<file path="src/common/mstat_defines.vh">
// Offsets, field positions, reset values and limits of the MAC statistics block
`ifndef MSTAT_DEFINES_VH
`define MSTAT_DEFINES_VH

// ==========================================
// Register map (byte addresses)
`define MSTAT_ADDR_W 8
`define MSTAT_CTRL_OFS 8'h00
`define MSTAT_MAXLEN_OFS 8'h04
`define MSTAT_STATUS_OFS 8'h08
`define MSTAT_CNT_BASE 8'h40
`define MSTAT_CNT_LIMIT 8'h80

// ==========================================
// Control fields and reset values
`define MSTAT_CTRL_CLR_BIT 0
`define MSTAT_CTRL_EN_BIT 1
`define MSTAT_CTRL_EN_RST 1'b1
`define MSTAT_MAXLEN_RST 16'h05ee

// ==========================================
// Counter indices, one 32-bit word each from the counter base
`define MSTAT_N_CNT 16
`define MSTAT_I_MULTI 0
`define MSTAT_I_EXCESS 1
`define MSTAT_I_LATE 2
`define MSTAT_I_STARVE 3
`define MSTAT_I_CARRIER 4
`define MSTAT_I_TXBYTES 5
`define MSTAT_I_BIN64 6
`define MSTAT_I_BIN_SMALL 7
`define MSTAT_I_BIN_MSMALL 8
`define MSTAT_I_BIN_MEDIUM 9
`define MSTAT_I_BIN_LARGE 10
`define MSTAT_I_BIN_LARGEST 11
`define MSTAT_I_NETBYTES 12
`define MSTAT_I_RX_START 13
`define MSTAT_I_RX_MIDDLE 14
`define MSTAT_I_RX_BUFFER 15

// ==========================================
// Collision and size limits
`define MSTAT_SLOT_BITS 512
`define MSTAT_LATE_BYTES 16'd64
`define MSTAT_MULTI_MIN 5'd2
`define MSTAT_LAST_RETRY 5'd15
`define MSTAT_MIN_FRAME 16'd64
`define MSTAT_SMALL_MAX 16'd127
`define MSTAT_MSMALL_MAX 16'd255
`define MSTAT_MEDIUM_MAX 16'd511
`define MSTAT_LARGE_MAX 16'd1023

`endif

</file>
<file path="src/logic/mstat_cnt.v">
// One statistics counter that adds a per-cycle increment
module mstat_cnt #(
   parameter W = 32,
   parameter IW = 17
) (
   input wire clk,
   input wire rst_n,
   input wire clr,
   input wire [IW-1:0] inc,
   output wire [W-1:0] cnt
);
   reg [W-1:0] cnt_r;
   wire [W-1:0] inc_ext;

   // ==========================================
   // Accumulator
   assign inc_ext = {{(W-IW){1'b0}}, inc};
   assign cnt = cnt_r;

   // Clear loads the increment, so an event in the clear cycle survives
   always @(posedge clk or negedge rst_n) begin
      if (!rst_n) begin
         cnt_r <= {W{1'b0}};
      end else if (clr) begin
         cnt_r <= inc_ext;
      end else begin
         cnt_r <= cnt_r + inc_ext;
      end
   end
endmodule

</file>
<file path="src/logic/mstat_size_bin.v">
// Frame length to size-bin classifier, one-hot output
`include "mstat_defines.vh"
module mstat_size_bin (
   input wire [15:0] len,
   input wire [15:0] max_len,
   input wire hit,
   input wire hit64,
   output reg [5:0] bin
);
   // ==========================================
   // Range decode; the 64 bin has its own qualifier
   always @* begin
      bin = 6'h00;
      bin[0] = hit64 && (len == `MSTAT_MIN_FRAME);
      if (hit) begin
         bin[1] = (len > `MSTAT_MIN_FRAME) && (len <= `MSTAT_SMALL_MAX);
         bin[2] = (len > `MSTAT_SMALL_MAX) && (len <= `MSTAT_MSMALL_MAX);
         bin[3] = (len > `MSTAT_MSMALL_MAX) && (len <= `MSTAT_MEDIUM_MAX);
         bin[4] = (len > `MSTAT_MEDIUM_MAX) && (len <= `MSTAT_LARGE_MAX);
         bin[5] = (len > `MSTAT_LARGE_MAX) && (len <= max_len);
      end
   end
endmodule

</file>
<file path="src/logic/mstat_top.v">
// MAC transmit/receive statistics counters with a simple register port
`include "mstat_defines.vh"

// What this block does
// - Count frames sent after 2-15 collisions
// - Sixteenth collision abandons frame, counts excessive
// - Collision past 512 bits is late, abandons
// - Late frames also count as underrun, carrier loss if flagged
// - Multi/excessive need no carrier loss, underrun
// - Count frames whose FIFO ran empty
// - Count carrier loss frames, never retransmit
// - Add bytes of good transmitted frames
// - Count exact 64-byte frames, carrier-cut included
// - Bins 65-127, 128-255, 256-511 bytes
// - Bins 512-1023 and 1024 to maximum
// - Bins ignore CRC, code, overrun errors
// - Network bytes include every frame's bytes
// - Network bytes include aborted attempt bytes
// - Half-duplex receive bytes up to jam
// - Errors never stop network byte counting
// - Count matched frames overrun at start
// - Count matched frames overrun mid-frame
// - Count accepted frames lacking DMA head descriptor
// - Overruns counted for any length, any error
module mstat_top #(
   parameter CNT_W = 32,
   parameter LEN_W = 16
) (
   input wire clk,
   input wire rst_n,
   input wire [`MSTAT_ADDR_W-1:0] reg_addr,
   input wire [31:0] reg_wdata,
   input wire reg_wr,
   input wire reg_rd,
   output reg [31:0] reg_rdata_r,
   input wire tx_att_end,
   input wire [LEN_W-1:0] tx_att_bytes,
   input wire tx_att_coll,
   input wire tx_att_carrier_loss,
   input wire tx_att_starve,
   input wire rx_end,
   input wire [LEN_W-1:0] rx_len,
   input wire rx_match,
   input wire rx_jam_cut,
   input wire rx_start_ovr,
   input wire rx_middle_ovr,
   input wire rx_buffer_ovr,
   output reg tx_abandon_r,
   output reg tx_retry_r
);
   localparam IW = LEN_W + 1;
   localparam NC = `MSTAT_N_CNT;

   // ==========================================
   // Software-visible control
   reg count_en_r;
   reg [LEN_W-1:0] max_rx_frame_length_r;
   wire wr_ctrl;
   wire clr_all;

   // ==========================================
   // Per-frame transmit state
   reg [4:0] coll_cnt_r;
   reg [4:0] coll_cnt_nxt;
   reg starve_seen_r;
   reg starve_seen_nxt;

   // ==========================================
   // Decoded transmit outcome of this attempt
   reg late_coll;
   reg carrier_end;
   reg excessive;
   reg retry;
   reg success;
   reg starve_frame;
   reg frame_end;
   reg tx_hit;
   reg tx_hit64;

   // ==========================================
   // Receive qualifiers
   reg rx_hit;
   wire [5:0] tx_bin;
   wire [5:0] rx_bin;

   // ==========================================
   // Counter increments and values
   wire [NC*IW-1:0] inc_bus;
   wire [NC*CNT_W-1:0] cnt_bus;
   wire [IW-1:0] net_inc;
   wire [IW-1:0] tx_bytes_ext;
   wire [IW-1:0] rx_bytes_ext;
   wire [3:0] cnt_sel;
   wire cnt_hit;

   assign wr_ctrl = reg_wr && (reg_addr == `MSTAT_CTRL_OFS);
   assign clr_all = wr_ctrl && reg_wdata[`MSTAT_CTRL_CLR_BIT];

   // ==========================================
   // Control registers; clear bit is a write-only pulse
   always @(posedge clk or negedge rst_n) begin
      if (!rst_n) begin
         count_en_r <= `MSTAT_CTRL_EN_RST;
         max_rx_frame_length_r <= `MSTAT_MAXLEN_RST;
      end else begin
         if (wr_ctrl) begin
            count_en_r <= reg_wdata[`MSTAT_CTRL_EN_BIT];
         end
         if (reg_wr && (reg_addr == `MSTAT_MAXLEN_OFS)) begin
            max_rx_frame_length_r <= reg_wdata[LEN_W-1:0];
         end
      end
   end

   // ==========================================
   // Transmit attempt classification
   // Priority: late, then carrier loss, then ordinary collision, else sent.
   // Frame state advances even when counting is off, so a frame that
   // straddles re-enabling is still classified correctly.
   always @* begin
      late_coll = 1'b0;
      carrier_end = 1'b0;
      excessive = 1'b0;
      retry = 1'b0;
      success = 1'b0;
      starve_frame = starve_seen_r | tx_att_starve;
      coll_cnt_nxt = coll_cnt_r;
      starve_seen_nxt = starve_seen_r;
      if (tx_att_end) begin
         if (tx_att_coll && (tx_att_bytes > `MSTAT_LATE_BYTES)) begin
            late_coll = 1'b1;
         end else if (tx_att_carrier_loss) begin
            carrier_end = 1'b1;
         end else if (tx_att_coll) begin
            if (coll_cnt_r == `MSTAT_LAST_RETRY) begin
               excessive = 1'b1;
            end else begin
               retry = 1'b1;
            end
         end else begin
            success = 1'b1;
         end
         frame_end = late_coll | carrier_end | excessive | success;
         if (frame_end) begin
            coll_cnt_nxt = 5'h00;
            starve_seen_nxt = 1'b0;
         end else begin
            coll_cnt_nxt = coll_cnt_r + 5'h01;
            starve_seen_nxt = starve_frame;
         end
      end else begin
         frame_end = 1'b0;
      end
      // Bins exclude late, excessive, underrun; 64 bin keeps carrier-cut frames
      tx_hit = success && !starve_frame;
      tx_hit64 = (success || (carrier_end && !tx_att_coll)) && !starve_frame;
   end

   // ==========================================
   // Per-frame state and abandon/retry strobes to the transmitter
   always @(posedge clk or negedge rst_n) begin
      if (!rst_n) begin
         coll_cnt_r <= 5'h00;
         starve_seen_r <= 1'b0;
         tx_abandon_r <= 1'b0;
         tx_retry_r <= 1'b0;
      end else begin
         coll_cnt_r <= coll_cnt_nxt;
         starve_seen_r <= starve_seen_nxt;
         tx_abandon_r <= late_coll | carrier_end | excessive;
         tx_retry_r <= retry;
      end
   end

   // ==========================================
   // Receive qualifiers; CRC and overrun never reach the bins
   always @* begin
      rx_hit = rx_end && !rx_jam_cut;
   end

   // ==========================================
   // Size classification for both directions
   mstat_size_bin u_tx_bin (
      .len(tx_att_bytes),
      .max_len(max_rx_frame_length_r),
      .hit(tx_hit),
      .hit64(tx_hit64),
      .bin(tx_bin)
   );

   mstat_size_bin u_rx_bin (
      .len(rx_len),
      .max_len(max_rx_frame_length_r),
      .hit(rx_hit),
      .hit64(rx_hit),
      .bin(rx_bin)
   );

   // ==========================================
   // Byte sums; jam-cut receive length already stops before the jam
   assign tx_bytes_ext = {1'b0, tx_att_bytes};
   assign rx_bytes_ext = {1'b0, rx_len};
   assign net_inc = (tx_att_end ? tx_bytes_ext : {IW{1'b0}})
      + (rx_end ? rx_bytes_ext : {IW{1'b0}});

   // ==========================================
   // Transmit collision and error increments
   assign inc_bus[`MSTAT_I_MULTI*IW +: IW] =
      {{(IW-1){1'b0}}, count_en_r && success && !starve_frame
         && (coll_cnt_r >= `MSTAT_MULTI_MIN)};
   assign inc_bus[`MSTAT_I_EXCESS*IW +: IW] =
      {{(IW-1){1'b0}}, count_en_r && excessive && !starve_frame};
   assign inc_bus[`MSTAT_I_LATE*IW +: IW] =
      {{(IW-1){1'b0}}, count_en_r && late_coll};
   assign inc_bus[`MSTAT_I_STARVE*IW +: IW] =
      {{(IW-1){1'b0}}, count_en_r && frame_end && starve_frame};
   assign inc_bus[`MSTAT_I_CARRIER*IW +: IW] =
      {{(IW-1){1'b0}}, count_en_r && tx_att_end && tx_att_carrier_loss};
   assign inc_bus[`MSTAT_I_TXBYTES*IW +: IW] =
      (count_en_r && success && !starve_frame) ? tx_bytes_ext : {IW{1'b0}};

   // ==========================================
   // Shared bins: a transmit and a receive end may land in one cycle
   genvar b;
   generate
      for (b = 0; b < 6; b = b + 1) begin : g_bin
         assign inc_bus[(`MSTAT_I_BIN64+b)*IW +: IW] = count_en_r ?
            ({{(IW-1){1'b0}}, tx_bin[b]} + {{(IW-1){1'b0}}, rx_bin[b]}) :
            {IW{1'b0}};
      end
   endgenerate

   // ==========================================
   // Utilisation and receive overrun increments
   assign inc_bus[`MSTAT_I_NETBYTES*IW +: IW] =
      count_en_r ? net_inc : {IW{1'b0}};
   assign inc_bus[`MSTAT_I_RX_START*IW +: IW] =
      {{(IW-1){1'b0}}, count_en_r && rx_end && rx_match && rx_start_ovr};
   assign inc_bus[`MSTAT_I_RX_MIDDLE*IW +: IW] =
      {{(IW-1){1'b0}}, count_en_r && rx_end && rx_match
         && rx_middle_ovr && !rx_start_ovr};
   assign inc_bus[`MSTAT_I_RX_BUFFER*IW +: IW] =
      {{(IW-1){1'b0}}, count_en_r && rx_end && rx_match && rx_buffer_ovr};

   // ==========================================
   // Counter bank; each end pulse adds once, never held
   genvar c;
   generate
      for (c = 0; c < NC; c = c + 1) begin : g_cnt
         mstat_cnt #(
            .W(CNT_W),
            .IW(IW)
         ) u_cnt (
            .clk(clk),
            .rst_n(rst_n),
            .clr(clr_all),
            .inc(inc_bus[c*IW +: IW]),
            .cnt(cnt_bus[c*CNT_W +: CNT_W])
         );
      end
   endgenerate

   // ==========================================
   // Read decode; unmapped or misaligned addresses read zero
   assign cnt_hit = (reg_addr >= `MSTAT_CNT_BASE) && (reg_addr < `MSTAT_CNT_LIMIT)
      && (reg_addr[1:0] == 2'b00);
   assign cnt_sel = reg_addr[5:2];

   // Read data stands only in the cycle after the strobe
   always @(posedge clk or negedge rst_n) begin
      if (!rst_n) begin
         reg_rdata_r <= 32'h00000000;
      end else if (reg_rd) begin
         if (reg_addr == `MSTAT_CTRL_OFS) begin
            reg_rdata_r <= {30'h0, count_en_r, 1'b0};
         end else if (reg_addr == `MSTAT_MAXLEN_OFS) begin
            reg_rdata_r <= {{(32-LEN_W){1'b0}}, max_rx_frame_length_r};
         end else if (reg_addr == `MSTAT_STATUS_OFS) begin
            reg_rdata_r <= {26'h0, starve_seen_r, coll_cnt_r};
         end else if (cnt_hit) begin
            reg_rdata_r <= cnt_bus[cnt_sel*CNT_W +: 32];
         end else begin
            reg_rdata_r <= 32'h00000000;
         end
      end else begin
         reg_rdata_r <= 32'h00000000;
      end
   end
endmodule

</file>
<file path="config.mk">
export PLATFORM = sky130hd
export DESIGN_NAME = mstat_top
export DESIGN_NICKNAME = d
export VERILOG_FILES = /design/src/logic/mstat_cnt.v /design/src/logic/mstat_size_bin.v /design/src/logic/mstat_top.v
export VERILOG_INCLUDE_DIRS = /design/src /design/src/common
export SDC_FILE = /design/constraint.sdc
export NUM_CORES = 2
export LEC_CHECK = 0
export ABC_AREA = 1
export BUFFER_PORTS_ARGS = -buffer_cell sky130_fd_sc_hd__buf_2
export CAP_MARGIN = 40
export CORE_MARGIN = 4
export CORE_UTILIZATION = 27
export DETAILED_ROUTE_END_ITERATION = 8
export GPL_ROUTABILITY_DRIVEN = 1
export PLACE_DENSITY = 0.43
export SLEW_MARGIN = 5
export SYNTH_ARGS = -nofsm -noshare
export SYNTH_HDL_FRONTEND = slang
export SYNTH_HIERARCHICAL = 1
export SYNTH_SLANG_ARGS = --single-unit
</file>
<file path="constraint.sdc">
create_clock -name clk -period 4.8 [get_ports clk]
set_input_delay 0.96 -clock clk [delete_from_list [all_inputs] [get_ports clk]]
set_output_delay 0.96 -clock clk [all_outputs]
set_load 0.01 [all_outputs]
</file>
==> results by group <==
Pwr
  • Net switching power: 17.9 mW
  • Power density over the cells: 543 mW/mm^2
  • Pint: 17.1 mW
  • Lkg Pwr: 36.4 nW
  • Net Sw Frac: 51.2%
  • Peak supply drop: 0.287 mV
  • Combinational share of power: 53.9%
  • Clock power share: 19.8%
  • Sequential Power Share: 26.3%

Drt
  • DRT Pass-1 Iters: 5
  • Residual DRC count: 0
  • Number of routed nets with antenna violations: 0
  • Number of vias per cell: 4.58
  • Iteration-0 DRC Markers: 3,919
  • WL per Instance: 18.3 um
  • Routed wire length: 233 mm
  • Vias post-DR: 58,200

Clock network
  • Root Driver: clkbuf_16
  • Worst skew pair latency: 0.72 ns
  • Post-CTS Hold Buffers: 0
  • Clk buf depth: 3
  • Setup Buffers After CTS: 0
  • Post-CTS sizing: 0
  • # clock sinks: 569
  • CTS tree: done
  • CTS buffer count: 83
  • CTS H-Tree Depth: 3
  • Clock transition at the registers of the reported paths: 0.06 ns

Synthesis
  • Area share of the largest cell type after synthesis: 25.1%
  • Seq/Total Area, Yosys: 25.5%
  • Area contributors post-synth: dfrtp_1, nand2_1, inv_1, ha_1, nor2_1
  • Synth unique cells: 52
  • EDFF count, synth: 0
  • Cells after Synth: 9,422
  • Primary FF master, synth: dfrtp_1
  • Post-synth top area cell: dfrtp_1
  • Yosys reg bits: 569
  • Async SR Flop Fraction: 100%
  • Cell area after synthesis: 0.0559 mm^2
  • Post-Syn Area per Cell: 5.93 um^2
  • Ys Warns: 6

Placement
  • DP HPWL: 189 mm
  • Setup WS pre-CTS: 0.274 ns
  • Final Wtd Congestion: 0.932
  • Port Buf Inserts: 103
  • Inst Count DP: 12,600

Critical path
  • CP Cell Sequence: inv_1, ha_1, a21oi_1, nor2_1, nor2_1, nand2_1, nand2_1, nand2_1, a21oi_1, ha_1, nand2_1, inv_1, ha_1, fa_1, nand2_1, nand2_1, nand3b_1, nand2_1, nand2_1, nand2_1, or2_0, nand3_1, nand2_1
  • Buf/Inv on CP: 2
  • CP max-delay cell: dfstp_2
  • Max stage delay on crit path: 0.63 ns
  • CP Data Arrival Time: 4.68 ns
  • CP Launch Point: max_rx_frame_length_r[5]$_DFFE_PN1P_
  • Worst R2R Path Depth: 23
  • FF-to-FF End: g_cnt[11].u_cnt/cnt[10]$_DFF_PN0_
  • CP delay by family, top: simple AND/OR/NAND/NOR gates
  • Crit-path most repeated cell: nand2_1
  • Setup crit start kind: flip-flop
  • Worst R2R Start: max_rx_frame_length_r[5]$_DFFE_PN1P_
  • Critical path class: reg -> reg
  • Setup crit end kind: flip-flop
  • R2r setup slk: 0.71 ns
  • Crit Path Max Fanout: 5
  • CP Data Required Time: 5.39 ns

Global route
  • GRT Residual Overflow: 0
  • GRT Overall Usage: 21.2%
  • Largest net degree at the start of global routing: 82
  • Initial antenna violation count: 12
  • Vias in the first global route: 55,500
  • First-pass GRT wire length: 349 mm

STA
  • Fin crit share: 85.1%
  • Setup TNS: 0 ns
  • Slew headroom: 37.9%
  • RSZ-0062 raised after global routing: false
  • Skew final: 0.0319 ns
  • Final hold viol count: 0
  • Fin. max-slew vios: 0
  • Final setup margin: 0.713 ns
  • Worst Max-Slew Pin Slew: 0.931 ns
  • Final setup violation count: 0
  • F_max: 0.245 GHz
  • Min Tclk post-route: 4.09 ns
  • Final hold slack: 0.237 ns

Status
  • Status: completed

Finish
  • Post-layout util: 31.5%
  • Non-filler cells in the finished layout: 12,700
  • Share of cells above drive strength 1: 7.01%
  • Synth-to-Final Area Change: 15.6%
  • Layout Nets: 10,400

Die
  • # IOs: 120
  • Die Height: 463 um
  • Starting Density: 27.2%
  • Die Area: 0.214 mm^2
  • Core ar.: 0.205 mm^2
  • Die W: 463 um
  • Row Count: 166

Worst hold path
  • Hold Path Class: in -> async

Job
  • Max Cap Viol: 0
## flip-flops by register name, indices dropped and copies added, names as in the netlist
name and count:
coll_cnt_r 5, count_en_r 1, g_cnt.u_cnt/cnt 512, max_rx_frame_length_r 16, reg_rdata_r 32, starve_seen_r 1, tx_abandon_r 1, tx_retry_r 1
## Yosys cell counts (34+ instances only)
cell type	number
a21oi_1	453
buf_2	58
buf_6	35
clkbuf_1	77
dfrtp_1	560
ha_1	329
inv_1	1461
nand2_1	3568
nand2_2	51
nand3_1	646
nand3_2	35
nand3b_1	81
nand4_1	130
nor2_1	964
nor2_2	85
nor2_4	35
nor3_1	55
nor3_2	37
o211ai_1	66
o21ai_0	222
o21ai_1	104
or2_1	48
or2_2	49
xor2_1	34
## through the flow
stage               power [mW]  instance area, um^2
CTS                       34.4                64600
global route              38.4                64600
floorplan                 21.9                57600
detailed placement        27.2                61600
finish                    35.1                64600
global placement          27.1                61200
## layer usage
metal	track usage (%)	wire (um)	vias to the layer above
li1	-	-	30000
met1	28.4	108000	26800
met2	36.0	109000	1139
met3	1.96	8060	262
met4	6.47	7720	4
met5	0	26	-
## power groups by stage
stage          Combinational (mW)  Clock (mW)  Sequential [mW]
2_1_floorplan                14.0           0             7.91
3_3_place_gp                 17.7           0             9.35
3_5_place_dp                 17.9           0             9.34
4_1_cts                      17.9        7.20             9.28
5_1_grt                      21.6        7.36             9.46
6_report                     18.9        6.95             9.23
## cells by family after synthesis
logic type      Yosys count  synth area share, %
buf+inv                1671                 11.9
xor+xnor                 54                0.846
mux                      14                0.322
flops                   569                 25.5
compound gates          891                 8.47
other cells               1              0.00671
fa+ha+maj               346                 7.97
simple gates           5876                 45.0
## area by class of cell
type	instances	area, um^2
Fill cell	23200	141000
Multi-Input combinational cell	7627	36700
Sequential cell	569	14200
Inverter	1486	5590
Tap cell	2688	3360
Clock buffer	113	2450
Timing Repair Buffer	194	1670
Clock inverter	42	572
Antenna cell	4	10.0
## cells in the final DEF (no fill, tap or decap), types with 35 or more instances in the layout
master | netlist | layout
nand2_1 | 3568 | 3568
inv_1 | 1461 | 1461
nor2_1 | 964 | 963
nand3_1 | 646 | 646
dfrtp_1 | 560 | 560
a21oi_1 | 453 | 453
conb_1 | 1 | 446
ha_1 | 329 | 329
o21ai_0 | 222 | 222
nand4_1 | 130 | 130
o21ai_1 | 104 | 104
buf_2 | 58 | 99
clkbuf_16 | 0 | 87
nor2_2 | 85 | 85
nand3b_1 | 81 | 81
o211ai_1 | 66 | 66
buf_4 | 6 | 62
nor3_1 | 55 | 55
nand2_2 | 51 | 51
or2_2 | 49 | 49
or2_1 | 48 | 48
nor3_2 | 37 | 37
nor2_4 | 35 | 36
nand3_2 | 35 | 35
## worst max path at each step
stage / end / slack (ns) / cells after the start
CTS: g_cnt[11].u_cnt/cnt[10]$_DFF_PN0_ / 0.74 / 23
global route: g_cnt[11].u_cnt/cnt[10]$_DFF_PN0_ / 0.45 / 25
global placement: g_cnt[11].u_cnt/cnt[10]$_DFF_PN0_ / 0.17 / 25
floorplan: g_cnt[12].u_cnt/cnt[29]$_DFF_PN0_ / 0.62 / 23
detailed placement: g_cnt[11].u_cnt/cnt[10]$_DFF_PN0_ / 0.27 / 25
finish: g_cnt[11].u_cnt/cnt[10]$_DFF_PN0_ / 0.71 / 23
(Power assumes the default switching activity.)
